`src/logic/rad_pkg.sv`:
```
// Shared constants, types and decode function for the remote alias decoder
package rad_pkg;

  // ----------------------------------------------------------------------
  // Alias entries
  // ----------------------------------------------------------------------
  localparam int          NUM_ENTRIES   = 6;
  localparam int          ALIAS_MSB     = 7;
  localparam int          ALIAS_LSB     = 1;
  localparam int          AUTOACK_BIT   = 0;
  localparam logic [7:0]  ALIAS_RST     = 8'h00;
  localparam logic [6:0]  ALIAS_OFF     = 7'h00;

  // ----------------------------------------------------------------------
  // Register indices, byte address is four times the index
  // ----------------------------------------------------------------------
  localparam logic [7:0]  ALIAS0_IDX    = 8'h65;
  localparam logic [7:0]  ALIAS1_IDX    = 8'h66;
  localparam logic [7:0]  ALIAS2_IDX    = 8'h67;
  localparam logic [7:0]  ALIAS3_IDX    = 8'h68;
  localparam logic [7:0]  ALIAS4_IDX    = 8'h69;
  localparam logic [7:0]  ALIAS5_IDX    = 8'h6a;
  localparam logic [7:0]  STATUS_IDX    = 8'h80;
  localparam int          STAT_BUSY_BIT = 0;
  localparam int          STAT_IDX_LSB  = 1;
  localparam int          STAT_HIT_BIT  = 4;

  // ----------------------------------------------------------------------
  // AXI4-Lite responses
  // ----------------------------------------------------------------------
  localparam logic [1:0]  RESP_OKAY     = 2'h0;
  localparam logic [1:0]  RESP_SLVERR   = 2'h2;

  typedef enum logic [2:0] {
    RAD_IDLE = 3'h1,
    RAD_FWD  = 3'h2,
    RAD_WAIT = 3'h4
  } rad_state_t;

  typedef struct packed {
    logic       alias_hit;
    logic       stat_hit;
    logic [2:0] idx;
  } rad_sel_t;

  // Word-aligned decode shared by the write and read paths
  function automatic rad_sel_t rad_decode(input logic [31:0] addr);
    rad_sel_t   s;
    logic [7:0] word;
    logic       clean;
    word        = addr[9:2];
    clean       = (addr[31:10] == 22'h000000) && (addr[1:0] == 2'h0);
    s.alias_hit = clean && (word >= ALIAS0_IDX) && (word <= ALIAS5_IDX);
    s.stat_hit  = clean && (word == STATUS_IDX);
    s.idx       = 3'(word - ALIAS0_IDX);
    return s;
  endfunction

endpackage

```
`src/logic/rad_cfg_if.sv`:
```
// Interface joining the alias store, the matcher and the control logic
`timescale 1ns/10ps
interface rad_cfg_if;
  import rad_pkg::*;
  logic [NUM_ENTRIES-1:0][7:0] entries;
  logic                        wr_en;
  logic [2:0]                  wr_idx;
  logic [7:0]                  wr_data;
  logic [6:0]                  q_addr;
  logic [NUM_ENTRIES-1:0][6:0] phys;
  logic                        q_hit;
  logic [2:0]                  q_idx;
  logic [6:0]                  q_phys;
  logic                        q_autoack;

  modport store (input wr_en, wr_idx, wr_data, output entries);
  modport match (input entries, q_addr, phys, output q_hit, q_idx, q_phys, q_autoack);
  modport ctrl  (output wr_en, wr_idx, wr_data, q_addr, phys,
                 input entries, q_hit, q_idx, q_phys, q_autoack);
endinterface

```
`src/logic/rad_alias_match.sv`:
```
// Address compare against all alias entries with remap lookup
`timescale 1ns/10ps
module rad_alias_match
  import rad_pkg::*;
(
  rad_cfg_if.match cfg
);

  logic [NUM_ENTRIES-1:0] hit;

  for (genvar g = 0; g < NUM_ENTRIES; g++) begin : g_cmp
    // A zero alias field never matches, so address 0 cannot reach a target
    assign hit[g] = (cfg.entries[g][ALIAS_MSB:ALIAS_LSB] != ALIAS_OFF) && // [RULE3]
                    (cfg.entries[g][ALIAS_MSB:ALIAS_LSB] == cfg.q_addr);  // [RULE1]
  end

  // Lowest index wins when software programs the same alias twice
  always_comb begin
    cfg.q_hit     = 1'b0;
    cfg.q_idx     = 3'h0;
    cfg.q_phys    = 7'h00;
    cfg.q_autoack = 1'b0;
    for (int i = NUM_ENTRIES - 1; i >= 0; i--) begin
      if (hit[i]) begin
        cfg.q_hit     = 1'b1;
        cfg.q_idx     = 3'(i);
        cfg.q_phys    = cfg.phys[i]; // [RULE2]
        cfg.q_autoack = cfg.entries[i][AUTOACK_BIT]; // [RULE4]
      end
    end
  end

endmodule

```
`src/logic/rad_alias_store.sv`:
```
// Six alias entries held in flip-flops with one write port
`timescale 1ns/10ps
module rad_alias_store
  import rad_pkg::*;
(
  input  wire logic aclk,
  input  wire logic aresetn,
  rad_cfg_if.store  cfg
);

  typedef struct packed {
    logic [NUM_ENTRIES-1:0][7:0] entries;
  } rad_store_t;

  rad_store_t q, d;

  always_comb begin
    d = q;
    if (cfg.wr_en && (int'(cfg.wr_idx) < NUM_ENTRIES)) begin
      d.entries[cfg.wr_idx] = cfg.wr_data; // [RULE7]
    end
  end

  always_ff @(posedge aclk) begin
    if (!aresetn) begin
      for (int i = 0; i < NUM_ENTRIES; i++) begin
        q.entries[i] <= ALIAS_RST; // [RULE7]
      end
    end else begin
      q <= d;
    end
  end

  assign cfg.entries = q.entries;

endmodule

```
`src/logic/rad_decoder_top.sv`:
```
// Remote target alias decoder with AXI4-Lite register access
//
// The AXI4-Lite register port was decided locally.
`timescale 1ns/10ps

// Summary of operation
// [RULE1] Entries hold 7-bit alias; addresses compared
// [RULE2] Matched address replaced by paired physical address
// [RULE3] Zero alias field disables its entry
// [RULE4] Auto-ack bit acknowledges writes without remote
// [RULE5] Auto-ack per entry, ignores remote acknowledge
// [RULE6] Six entries at consecutive indices 0x65-0x6a
// [RULE7] Fields readable, writable, reset to zero
// [RULE8] Physical address forwarded over control channel
// [RULE9] Unmatched addresses pass on unchanged locally
module rad_decoder_top
  import rad_pkg::*;
(
  input  wire logic                        aclk,
  input  wire logic                        aresetn,
  input  wire logic [31:0]                 s_axi_awaddr,
  input  wire logic [2:0]                  s_axi_awprot,
  input  wire logic                        s_axi_awvalid,
  output logic                             s_axi_awready,
  input  wire logic [31:0]                 s_axi_wdata,
  input  wire logic [3:0]                  s_axi_wstrb,
  input  wire logic                        s_axi_wvalid,
  output logic                             s_axi_wready,
  output logic [1:0]                       s_axi_bresp,
  output logic                             s_axi_bvalid,
  input  wire logic                        s_axi_bready,
  input  wire logic [31:0]                 s_axi_araddr,
  input  wire logic [2:0]                  s_axi_arprot,
  input  wire logic                        s_axi_arvalid,
  output logic                             s_axi_arready,
  output logic [31:0]                      s_axi_rdata,
  output logic [1:0]                       s_axi_rresp,
  output logic                             s_axi_rvalid,
  input  wire logic                        s_axi_rready,
  input  wire logic                        txn_valid,
  output logic                             txn_ready,
  input  wire logic [6:0]                  txn_addr,
  input  wire logic                        txn_read,
  input  wire logic [NUM_ENTRIES-1:0][6:0] physical_target_addr_entry,
  output logic                             bcc_valid,
  input  wire logic                        bcc_ready,
  output logic [6:0]                       bcc_addr,
  output logic                             bcc_read,
  output logic [2:0]                       bcc_entry,
  input  wire logic                        bcc_resp_valid,
  input  wire logic                        bcc_resp_ack,
  output logic                             local_ack_valid,
  output logic                             local_ack,
  output logic                             pass_valid,
  output logic [6:0]                       pass_addr
);

  // ----------------------------------------------------------------------
  // State
  // ----------------------------------------------------------------------
  typedef struct packed {
    rad_state_t  st;
    logic        aw_held;
    logic [31:0] awaddr;
    logic        w_held;
    logic [7:0]  wdata;
    logic        wstb;
    logic        bvalid;
    logic [1:0]  bresp;
    logic        rvalid;
    logic [1:0]  rresp;
    logic [7:0]  rdata;
    logic [6:0]  bcc_addr;
    logic        bcc_read;
    logic [2:0]  bcc_entry;
    logic        remote_ack;
    logic        ack_valid;
    logic        ack_ok;
    logic        pass_valid;
    logic [6:0]  pass_addr;
    logic        last_hit;
    logic [2:0]  last_idx;
  } rad_top_t;

  rad_top_t q, d;

  rad_cfg_if cfg ();

  // ----------------------------------------------------------------------
  // Entry storage and matching
  // ----------------------------------------------------------------------
  rad_alias_store u_store (
    .aclk    (aclk),
    .aresetn (aresetn),
    .cfg     (cfg)
  );

  rad_alias_match u_match (
    .cfg (cfg)
  );

  logic        aw_take;
  logic        w_take;
  logic        ar_take;
  logic        aw_have;
  logic        w_have;
  logic        do_wr;
  logic [31:0] aw_eff;
  logic [7:0]  wd_eff;
  logic        wstb_eff;
  rad_sel_t    wsel;
  rad_sel_t    rsel;
  logic        txn_take;
  logic [7:0]  status_val;

  // ----------------------------------------------------------------------
  // Handshakes
  // ----------------------------------------------------------------------
  // Address and data are held separately so either may arrive first
  assign s_axi_awready = !q.aw_held && !q.bvalid;
  assign s_axi_wready  = !q.w_held && !q.bvalid;
  assign s_axi_arready = !q.rvalid;
  assign aw_take       = s_axi_awvalid && s_axi_awready;
  assign w_take        = s_axi_wvalid && s_axi_wready;
  assign ar_take       = s_axi_arvalid && s_axi_arready;
  assign aw_have       = q.aw_held || aw_take;
  assign w_have        = q.w_held || w_take;
  assign do_wr         = aw_have && w_have && !q.bvalid;
  assign aw_eff        = q.aw_held ? q.awaddr : s_axi_awaddr;
  assign wd_eff        = q.w_held ? q.wdata : s_axi_wdata[7:0];
  assign wstb_eff      = q.w_held ? q.wstb : s_axi_wstrb[0];
  assign wsel          = rad_decode(aw_eff);
  assign rsel          = rad_decode(s_axi_araddr);
  assign txn_ready     = (q.st == RAD_IDLE);
  assign txn_take      = txn_valid && txn_ready;

  // Only the low byte lane carries a register, upper lanes are ignored
  assign cfg.wr_en   = do_wr && wsel.alias_hit && wstb_eff; // [RULE6]
  assign cfg.wr_idx  = wsel.idx;
  assign cfg.wr_data = wd_eff; // [RULE7]
  assign cfg.q_addr  = txn_addr;
  assign cfg.phys    = physical_target_addr_entry;

  always_comb begin
    status_val                           = 8'h00;
    status_val[STAT_BUSY_BIT]            = (q.st != RAD_IDLE);
    status_val[STAT_IDX_LSB+:3]          = q.last_idx;
    status_val[STAT_HIT_BIT]             = q.last_hit;
  end

  // ----------------------------------------------------------------------
  // Next state
  // ----------------------------------------------------------------------
  always_comb begin
    d            = q;
    d.ack_valid  = 1'b0;
    d.pass_valid = 1'b0;

    if (aw_take) begin
      d.aw_held = 1'b1;
      d.awaddr  = s_axi_awaddr;
    end
    if (w_take) begin
      d.w_held = 1'b1;
      d.wdata  = s_axi_wdata[7:0];
      d.wstb   = s_axi_wstrb[0];
    end
    if (do_wr) begin
      d.aw_held = 1'b0;
      d.w_held  = 1'b0;
      d.bvalid  = 1'b1;
      d.bresp   = (wsel.alias_hit || wsel.stat_hit) ? RESP_OKAY : RESP_SLVERR;
    end else if (q.bvalid && s_axi_bready) begin
      d.bvalid = 1'b0;
    end

    if (ar_take) begin
      d.rvalid = 1'b1;
      d.rresp  = RESP_OKAY;
      if (rsel.alias_hit) begin
        d.rdata = cfg.entries[rsel.idx]; // [RULE7]
      end else if (rsel.stat_hit) begin
        d.rdata = status_val;
      end else begin
        d.rdata = 8'h00;
        d.rresp = RESP_SLVERR;
      end
    end else if (q.rvalid && s_axi_rready) begin
      d.rvalid = 1'b0;
    end

    case (q.st)
      RAD_IDLE: begin
        if (txn_take) begin
          d.last_hit = cfg.q_hit;
          if (cfg.q_hit) begin
            d.st        = RAD_FWD;
            d.bcc_addr  = cfg.q_phys; // [RULE2]
            d.bcc_read  = txn_read;
            d.bcc_entry = cfg.q_idx;
            d.last_idx  = cfg.q_idx;
            if (cfg.q_autoack && !txn_read) begin
              // Local host is released at once, remote answer is dropped
              d.ack_valid  = 1'b1; // [RULE4]
              d.ack_ok     = 1'b1;
              d.remote_ack = 1'b0; // [RULE5]
            end else begin
              d.remote_ack = 1'b1;
            end
          end else begin
            d.pass_valid = 1'b1; // [RULE9]
            d.pass_addr  = txn_addr;
          end
        end
      end
      RAD_FWD: begin
        if (bcc_ready) begin
          d.st = RAD_WAIT; // [RULE8]
        end
      end
      RAD_WAIT: begin
        if (bcc_resp_valid) begin
          d.st = RAD_IDLE;
          if (q.remote_ack) begin
            d.ack_valid = 1'b1;
            d.ack_ok    = bcc_resp_ack;
          end
        end
      end
      default: begin
        d.st = RAD_IDLE;
      end
    endcase
  end

  always_ff @(posedge aclk) begin
    if (!aresetn) begin
      q    <= '0;
      q.st <= RAD_IDLE;
    end else begin
      q <= d;
    end
  end

  // ----------------------------------------------------------------------
  // Outputs
  // ----------------------------------------------------------------------
  assign s_axi_bvalid    = q.bvalid;
  assign s_axi_bresp     = q.bresp;
  assign s_axi_rvalid    = q.rvalid;
  assign s_axi_rresp     = q.rresp;
  assign s_axi_rdata     = {24'h000000, q.rdata};
  assign bcc_valid       = (q.st == RAD_FWD); // [RULE8]
  assign bcc_addr        = q.bcc_addr;
  assign bcc_read        = q.bcc_read;
  assign bcc_entry       = q.bcc_entry;
  assign local_ack_valid = q.ack_valid;
  assign local_ack       = q.ack_ok;
  assign pass_valid      = q.pass_valid;
  assign pass_addr       = q.pass_addr;
endmodule

```
`config.mk`:
```
export PLATFORM = sky130hd
export DESIGN_NAME = rad_decoder_top
export DESIGN_NICKNAME = d
export VERILOG_FILES = /design/src/logic/rad_pkg.sv /design/src/logic/rad_cfg_if.sv /design/src/logic/rad_alias_match.sv /design/src/logic/rad_alias_store.sv /design/src/logic/rad_decoder_top.sv
export SDC_FILE = /design/constraint.sdc
export NUM_CORES = 1
export LEC_CHECK = 0
export BUFFER_PORTS_ARGS = -buffer_cell sky130_fd_sc_hd__buf_4
export CORE_ASPECT_RATIO = 0.5
export CORE_MARGIN = 2
export CORE_UTILIZATION = 37
export DETAILED_ROUTE_END_ITERATION = 16
export PLACE_DENSITY = 0.6
export SYNTH_ARGS = -nofsm -noshare
export SYNTH_HDL_FRONTEND = slang
export SYNTH_HIERARCHICAL = 1
export SYNTH_SLANG_ARGS = --single-unit
```
`constraint.sdc`:
```
create_clock -name aclk -period 4.89 [get_ports aclk]
set_input_delay 0.2445 -clock aclk [delete_from_list [all_inputs] [get_ports aclk]]
set_output_delay 0.2445 -clock aclk [all_outputs]
set_load 0.01 [all_outputs]
```
# After elaboration in Yosys (flattened, before gate mapping)
# Cells that the tools add are included.
[totals] regBits=131 wordCells=168 output_inout_bits=64
[op_classes] n_bitwise=2 muxes=55 n_reduce_logical=57 eq_ne=18 n_addsub=2 n_lt_le_gt_ge=8
[ops] cell="$bwmux W48" count=1
[ops] cell="$logic_not A22 Y1" count=2
[ops] cell="$eq A7 B7 Y1" count=6
[ops] cell="$mux W7" count=6
[ops] cell="$reduce_bool A7 Y1" count=6
[ops] cell="$mux W8" count=5
[ops] cell="$mux W3" count=11
[ops] cell="$mux W32" count=1
[ops] cell="$logic_and A1 B1 Y1" count=29
[ops] cell="$bmux W8 S3" count=1
[ops] cell="$demux W8 S3" count=1
[ops] cell="$mux W1" count=18
[ops] cell="$eq A8 B8 Y1 const B" count=2
[ops] cell="$ge A8 B7 Y1 const B" count=2
[ops] cell="$le A8 B7 Y1 const B" count=2
[ops] cell="$mux W14" count=1
[ops] cell="$mux W2" count=7
[ops] cell="$pmux W3 S3" count=1
[ops] cell="$reduce_and A3 Y1" count=3
[ops] cell="$lt A3 B4 Y1 const B" count=2
[ops] cell="$ne A2 B1 Y1 const B" count=4
[ops] cell="$reduce_and A6 Y1" count=1
[ops] cell="$reduce_bool A2 Y1" count=3
[ops] cell="$sub A3 B3 Y3 const B" count=2
[ops] cell="16 further kinds" count=25

# Logic depth before layout (Yosys ltp)
[logic_depth] ltp_word=13 ltp_mapped=13 mapped_depth_nobuf=11

# Cells and area by module
# The synthesis kept the hierarchy.
[by_module_without_submodules] module="rad_decoder_top" cells_each=538 area_per_inst_um2=4376.7 seq_area_each_um2=1621.6 n_inst=1
[by_module_without_submodules] module="rad_alias_store" cells_each=170 area_per_inst_um2=1773.0 seq_area_each_um2=960.9 n_inst=1
[by_module_without_submodules] module="rad_alias_match" cells_each=138 area_per_inst_um2=1113.6 seq_area_each_um2=0.0 n_inst=1

# Worst setup path before layout
# Ideal clock, no wire load.
[synth_timing] path_type="register -> register" start="register q[82] in the netlist's numbering" end="register u_store/cfg.entries[0] (netlist name)" arrival_time_ps=2689 setup_ps=123 path_stages_with_launch=12 path_buffers=3 period_less_slack_ps=2812 slack_ps=2078 t_required_ps=4767 cell_sequence="dfxtp_1 > buf_6 > buf_6 > mux2i_1 > ha_1 > nor2b_1 > o221ai_1 > o211ai_1 > nor3_1 > or4b_1 > buf_6 > mux2i_1"
[synth_via] word_cells_on_any_way=25
[synth_rtl] item="start: declaration" line_no="rad_decoder_top.sv:85" rtl="rad_top_t q, d;"
[synth_rtl] item="$mux W32 (*)" line_no="rad_decoder_top.sv:129" rtl="assign aw_eff = q.aw_held ? q.awaddr : s_axi_awaddr;"
[synth_rtl] item="$sub A3 B3 Y3 (*)" line_no="rad_pkg.sv:55" rtl="s.idx = 3'(word - ALIAS0_IDX);"
[synth_rtl] item="named net cfg.wr_idx[0]" line_no="rad_cfg_if.sv:7" rtl="logic [2:0] wr_idx;"
[synth_rtl] item="$lt A3 B4 Y1 (implied by the code) or $ge A3 B1 Y1 (tied branches)" line_no="rad_alias_store.sv:20" rtl="d.entries[cfg.wr_idx] = cfg.wr_data;"
[synth_rtl] item="$logic_and A1 B1 Y1 (implied by the code)" line_no="rad_alias_store.sv:20"
[synth_rtl] item="$mux W8 (implied by the code)" line_no="rad_alias_store.sv:20"
[synth_rtl] item="$demux W8 S3"
[synth_rtl] item="$bwmux W48" line_no="rad_alias_store.sv:20"
# The timed path passes the listed nets; every way through them passes the cells marked *.
# A chain may end at the register's enable or synchronous reset.

# Worst setup path after layout
[layout_timing] start="register q[82] in the netlist's numbering" end="register u_store/cfg.entries[40] (netlist name)"
[layout_via] word_cells_on_any_way=25
[layout_rtl] item="$mux W32 (*)" line_no="rad_decoder_top.sv:129"
[layout_rtl] item="$sub A3 B3 Y3 (*)" line_no="rad_pkg.sv:55"
[layout_rtl] item="named net cfg.wr_idx[0]" line_no="rad_cfg_if.sv:7"
[layout_rtl] item="$lt A3 B4 Y1 (implied by the code) or $ge A3 B1 Y1 (tied branches)" line_no="rad_alias_store.sv:20"
[layout_rtl] item="$logic_and A1 B1 Y1 (implied by the code)" line_no="rad_alias_store.sv:20"
[layout_rtl] item="$mux W8 (implied by the code)" line_no="rad_alias_store.sv:20"
[layout_rtl] item="$demux W8 S3"
[layout_rtl] item="$bwmux W48" line_no="rad_alias_store.sv:20"
# Marked as above.

==> results by group <==
Outcome
  • Status: completed

Clock tree
  • Root buf cell: clkbuf_16
  • Worst-skew pair later-pin latency: 0.42 ns
  • Post-CTS Resized: 0
  • CTS tree: yes
  • CTS clk-pin slew, worst paths: ~0.06 ns
  • Max Root-Sink Buffers: 2
  • Cts bufs inserted: 17
  • CTS sink count: around 130
  • Hold-fix buffers, CTS: 0
  • H-tree level count: 4
  • Post-CTS Setup Bufs: 0

Final layout
  • Final Net Count: about 1100
  • Synthesis-to-finish area growth: 23.7%
  • Fillers: around 1900
  • Layout cells sized above 1: 26.0%
  • Inserted Diodes: 0

Synth
  • Async SR Flop Fraction: 0%
  • Synthesized area per cell: 8.59 um^2
  • Number of synthesized flops with an enable pin: 0
  • Synth Cell Area: slightly above 7000 um^2
  • Top-area cell type share of the netlist area: 35.6%
  • Area leader, netlist: dfxtp_1
  • Register area share after synthesis: 35.6%
  • Synth Register Bits: 129
  • Synth Warn #: 6
  • Synth cell count leaders: 187 x nand2_1, 129 x dfxtp_1, 67 x mux2i_1
  • Netlist cell types: 63
  • Post-Syn Instances: around 850
  • Synth top area cells: dfxtp_1 36%, nand2_1 9.7%, mux2i_1 9.2%
  • Top FF cell, synth: dfxtp_1
  • Most frequent cell after synthesis: nand2_1

Floorplanning
  • # IOs: 231
  • Chip width: 202 um
  • Die area: 20800 um^2
  • Core Area: 19400 um^2
  • Die Ht: roughly 100 um
  • Floorplan row count: 36
  • Initial Utilization: 37.5%

Hold path
  • Worst min path class: input port to register

Global routing
  • Vias in the first global route: between 6000 and 7000
  • Initial antenna violation count: 0
  • Total GRT Usage: approximately a fifth
  • Largest net degree at the start of global routing: 70
  • Gr busiest metal: met2
  • Remaining Overflow, GRT: 0
  • M3 GR Usage: between 5 and 6%
  • Met1 usage: 26.8%
  • Met2 usage: ~33%
  • First-pass GRT wire length: 32.8 mm

Setup path
  • Buf+Inv Stages, Crit Path: 0
  • Critical Path Max Stage Delay: roughly 0.80 ns
  • Worst Path Required: 5.22 ns
  • Worst-path maximum fanout: 19
  • Crit path max-delay family: simple AND/OR/NAND/NOR gates
  • Critical-path top delay cell: dfxtp_1
  • Most frequent CP cell: mux2i_1
  • Startpoint types: register
  • Crit. End Element: register
  • Worst setup path class: register to register
  • Crit path cell chain: mux2i_1, ha_1, nor2b_1, o221ai_1, o211ai_1, nor3_1, nand4b_1, mux2i_1
  • WP data arrival: 4.12 ns

Routing
  • Vias after detailed routing: 6397
  • DR iter-0 viols: 296
  • Antenna Violating Nets Remaining: 0
  • Via density: 5.15
  • First-pass DRT Iterations: 5
  • DRC viols: 0
  • Routed length per instance: 16.8 um
  • Drt total wl: 20.9 mm

Pwr
  • Sw Pwr: 0.000814 W
  • Max IR drop VDD: 0.260 mV
  • Total power: ~0.003 W
  • Sequential share of power: between 30 and 40%
  • Pwr/cell area: between 300 and 400 nW/um^2
  • Clock share of power: 45.3%
  • Gate power share: 15.7%
  • Sw Ratio: 27.7%
  • Lkg Pwr: approximately 4 nW
  • Pint: between 0.002 and 0.0025 W

STA
  • Hold_ws: 0.0783 ns
  • RSZ-0062 raised after global routing: false
  • Relative slew slack: 18.4%
  • Final Max Tran Viols: 0
  • Setup TNS Final: 0 ns
  • Fmax: 0.264 GHz
  • Number of setup violations in the final report: 0
  • Clock skew: 0.00953 ns
  • Period utilisation layout: 77.4%
  • Final Hold Vio Count: 0
  • Slew @ Worst Pin: 1.22 ns
  • Crit path time final: between 3 and 4 ns

Placed design
  • DPL Wire Length: 15.4 mm
  • I/O Buffers: 171
  • Gp weighted congestion: 0.844

Run
  • Max_cap viols: 0
worst paths after layout:
check / startpoint / to / slack (ns) / cells past startpoint
worst max-delay path: q[82]$_SDFFE_PP0P_ / u_store/cfg.entries[40]$_SDFFE_PN0P_ / 1.10 / 8
worst min register to register: q[46]$_SDFFE_PN0P_ / q[46]$_SDFFE_PN0P_ / 0.45 / 2
worst min-delay path: s_axi_awaddr[24] / q[74]$_SDFFE_PN0P_ / 0.08 / 3
worst max register to register: q[82]$_SDFFE_PP0P_ / u_store/cfg.entries[40]$_SDFFE_PN0P_ / 1.10 / 8
state kept, by name, indices dropped and copies added (netlist names):
register	flops
pass_addr	7
s_axi_rdata	8
local_ack	1
bcc_addr	7
local_ack_valid	1
s_axi_rresp	1
q	51
s_axi_bresp	1
s_axi_bvalid	1
bcc_read	1
u_store/cfg.entries	48
pass_valid	1
s_axi_rvalid	1
power groups by stage:
stage	sequential, W	clock (W)	combinational (W)
after CTS	0.00115	0.00135	0.000461
after floorplan	0.00116	0	0.000311
after global placement	0.00117	0	0.000452
final	0.00115	0.00133	0.000461
after detailed placement	0.00117	0	0.000458
after global routing	0.00116	0.00141	0.000504
metrics by stage:
step,setup WS [ns],utilization (%),std cells,instance area [um^2]
floorplan,2.08,-,871,7360
global placement,1.31,43.2,1210,8370
detailed placement,1.14,43.2,1210,8370
CTS,1.12,46.4,1242,8980
global route,0.836,46.4,1242,8980
finish,1.10,46.4,1242,8980
cells by family (layout without fill, tap and decap cells):
family,count (synthesis),in the layout,synth area share [%]
flip-flops,129,129,35.6
XOR/XNOR,41,41,4.94
AND/OR/NAND/NOR,315,315,21.0
multiplexers,81,81,12.2
other,1,26,0.0516
AO/OA/AOI/OAI,158,158,15.7
buffers and inverters,114,219,9.37
adder cells (fa/ha/maj),7,7,1.21
metal layers:
layer  wire length [um]  share of wire, %  up-vias
met1              10200                49     3069
met5                  0                 0        -
met4                233               1.1        0
li1                   -                 -     3131
met3               1200               5.7       19
met2               9310                44      178
layout make-up:
class | count | area [um^2] | share of cell area [%]
Multi-Input combinational cell | 628 | 4100 | 45.6
Sequential cell | 129 | 2580 | 28.7
Timing Repair Buffer | 175 | 1310 | 14.6
Clock buffer | 17 | 425 | 4.74
Tap cell | 266 | 333 | 3.70
Clock inverter | 15 | 184 | 2.05
Inverter | 12 | 45.0 | 0.501
worst register-to-register path, stage by stage (launching register included):
cell	delay, ns
dfxtp_1	0.80
mux2i_1	0.66
ha_1	0.29
nor2b_1	0.05
o221ai_1	0.16
o211ai_1	0.14
nor3_1	0.48
nand4b_1	0.74
mux2i_1	0.37
layout by cell type (no fill, tap or decap), types with 4 or more instances in the layout:
cell       instances
clkinv_4           4
mux4_2             5
a221oi_2           7
nor3_2             4
a21o_1             7
mux2i_1           67
nand3_1            6
a22o_1             7
or4_1              4
nand4b_1           4
a22oi_1            9
nand2_1          187
a211o_1            9
and2_1             6
nor2_1            34
o21ai_0           18
nor3_1             6
ha_1               7
a21oi_1           66
and3_1             4
clkbuf_16         17
o31ai_2            7
nor4_1            20
nor2b_1            6
dfxtp_1          129
a21boi_0           5
xor2_1            10
nand2b_1           6
inv_1             11
xnor2_1           31
buf_4            175
conb_1            26
mux2_2             9
nand4_1            9
No activity file was read; power rests on OpenSTA's default activity.
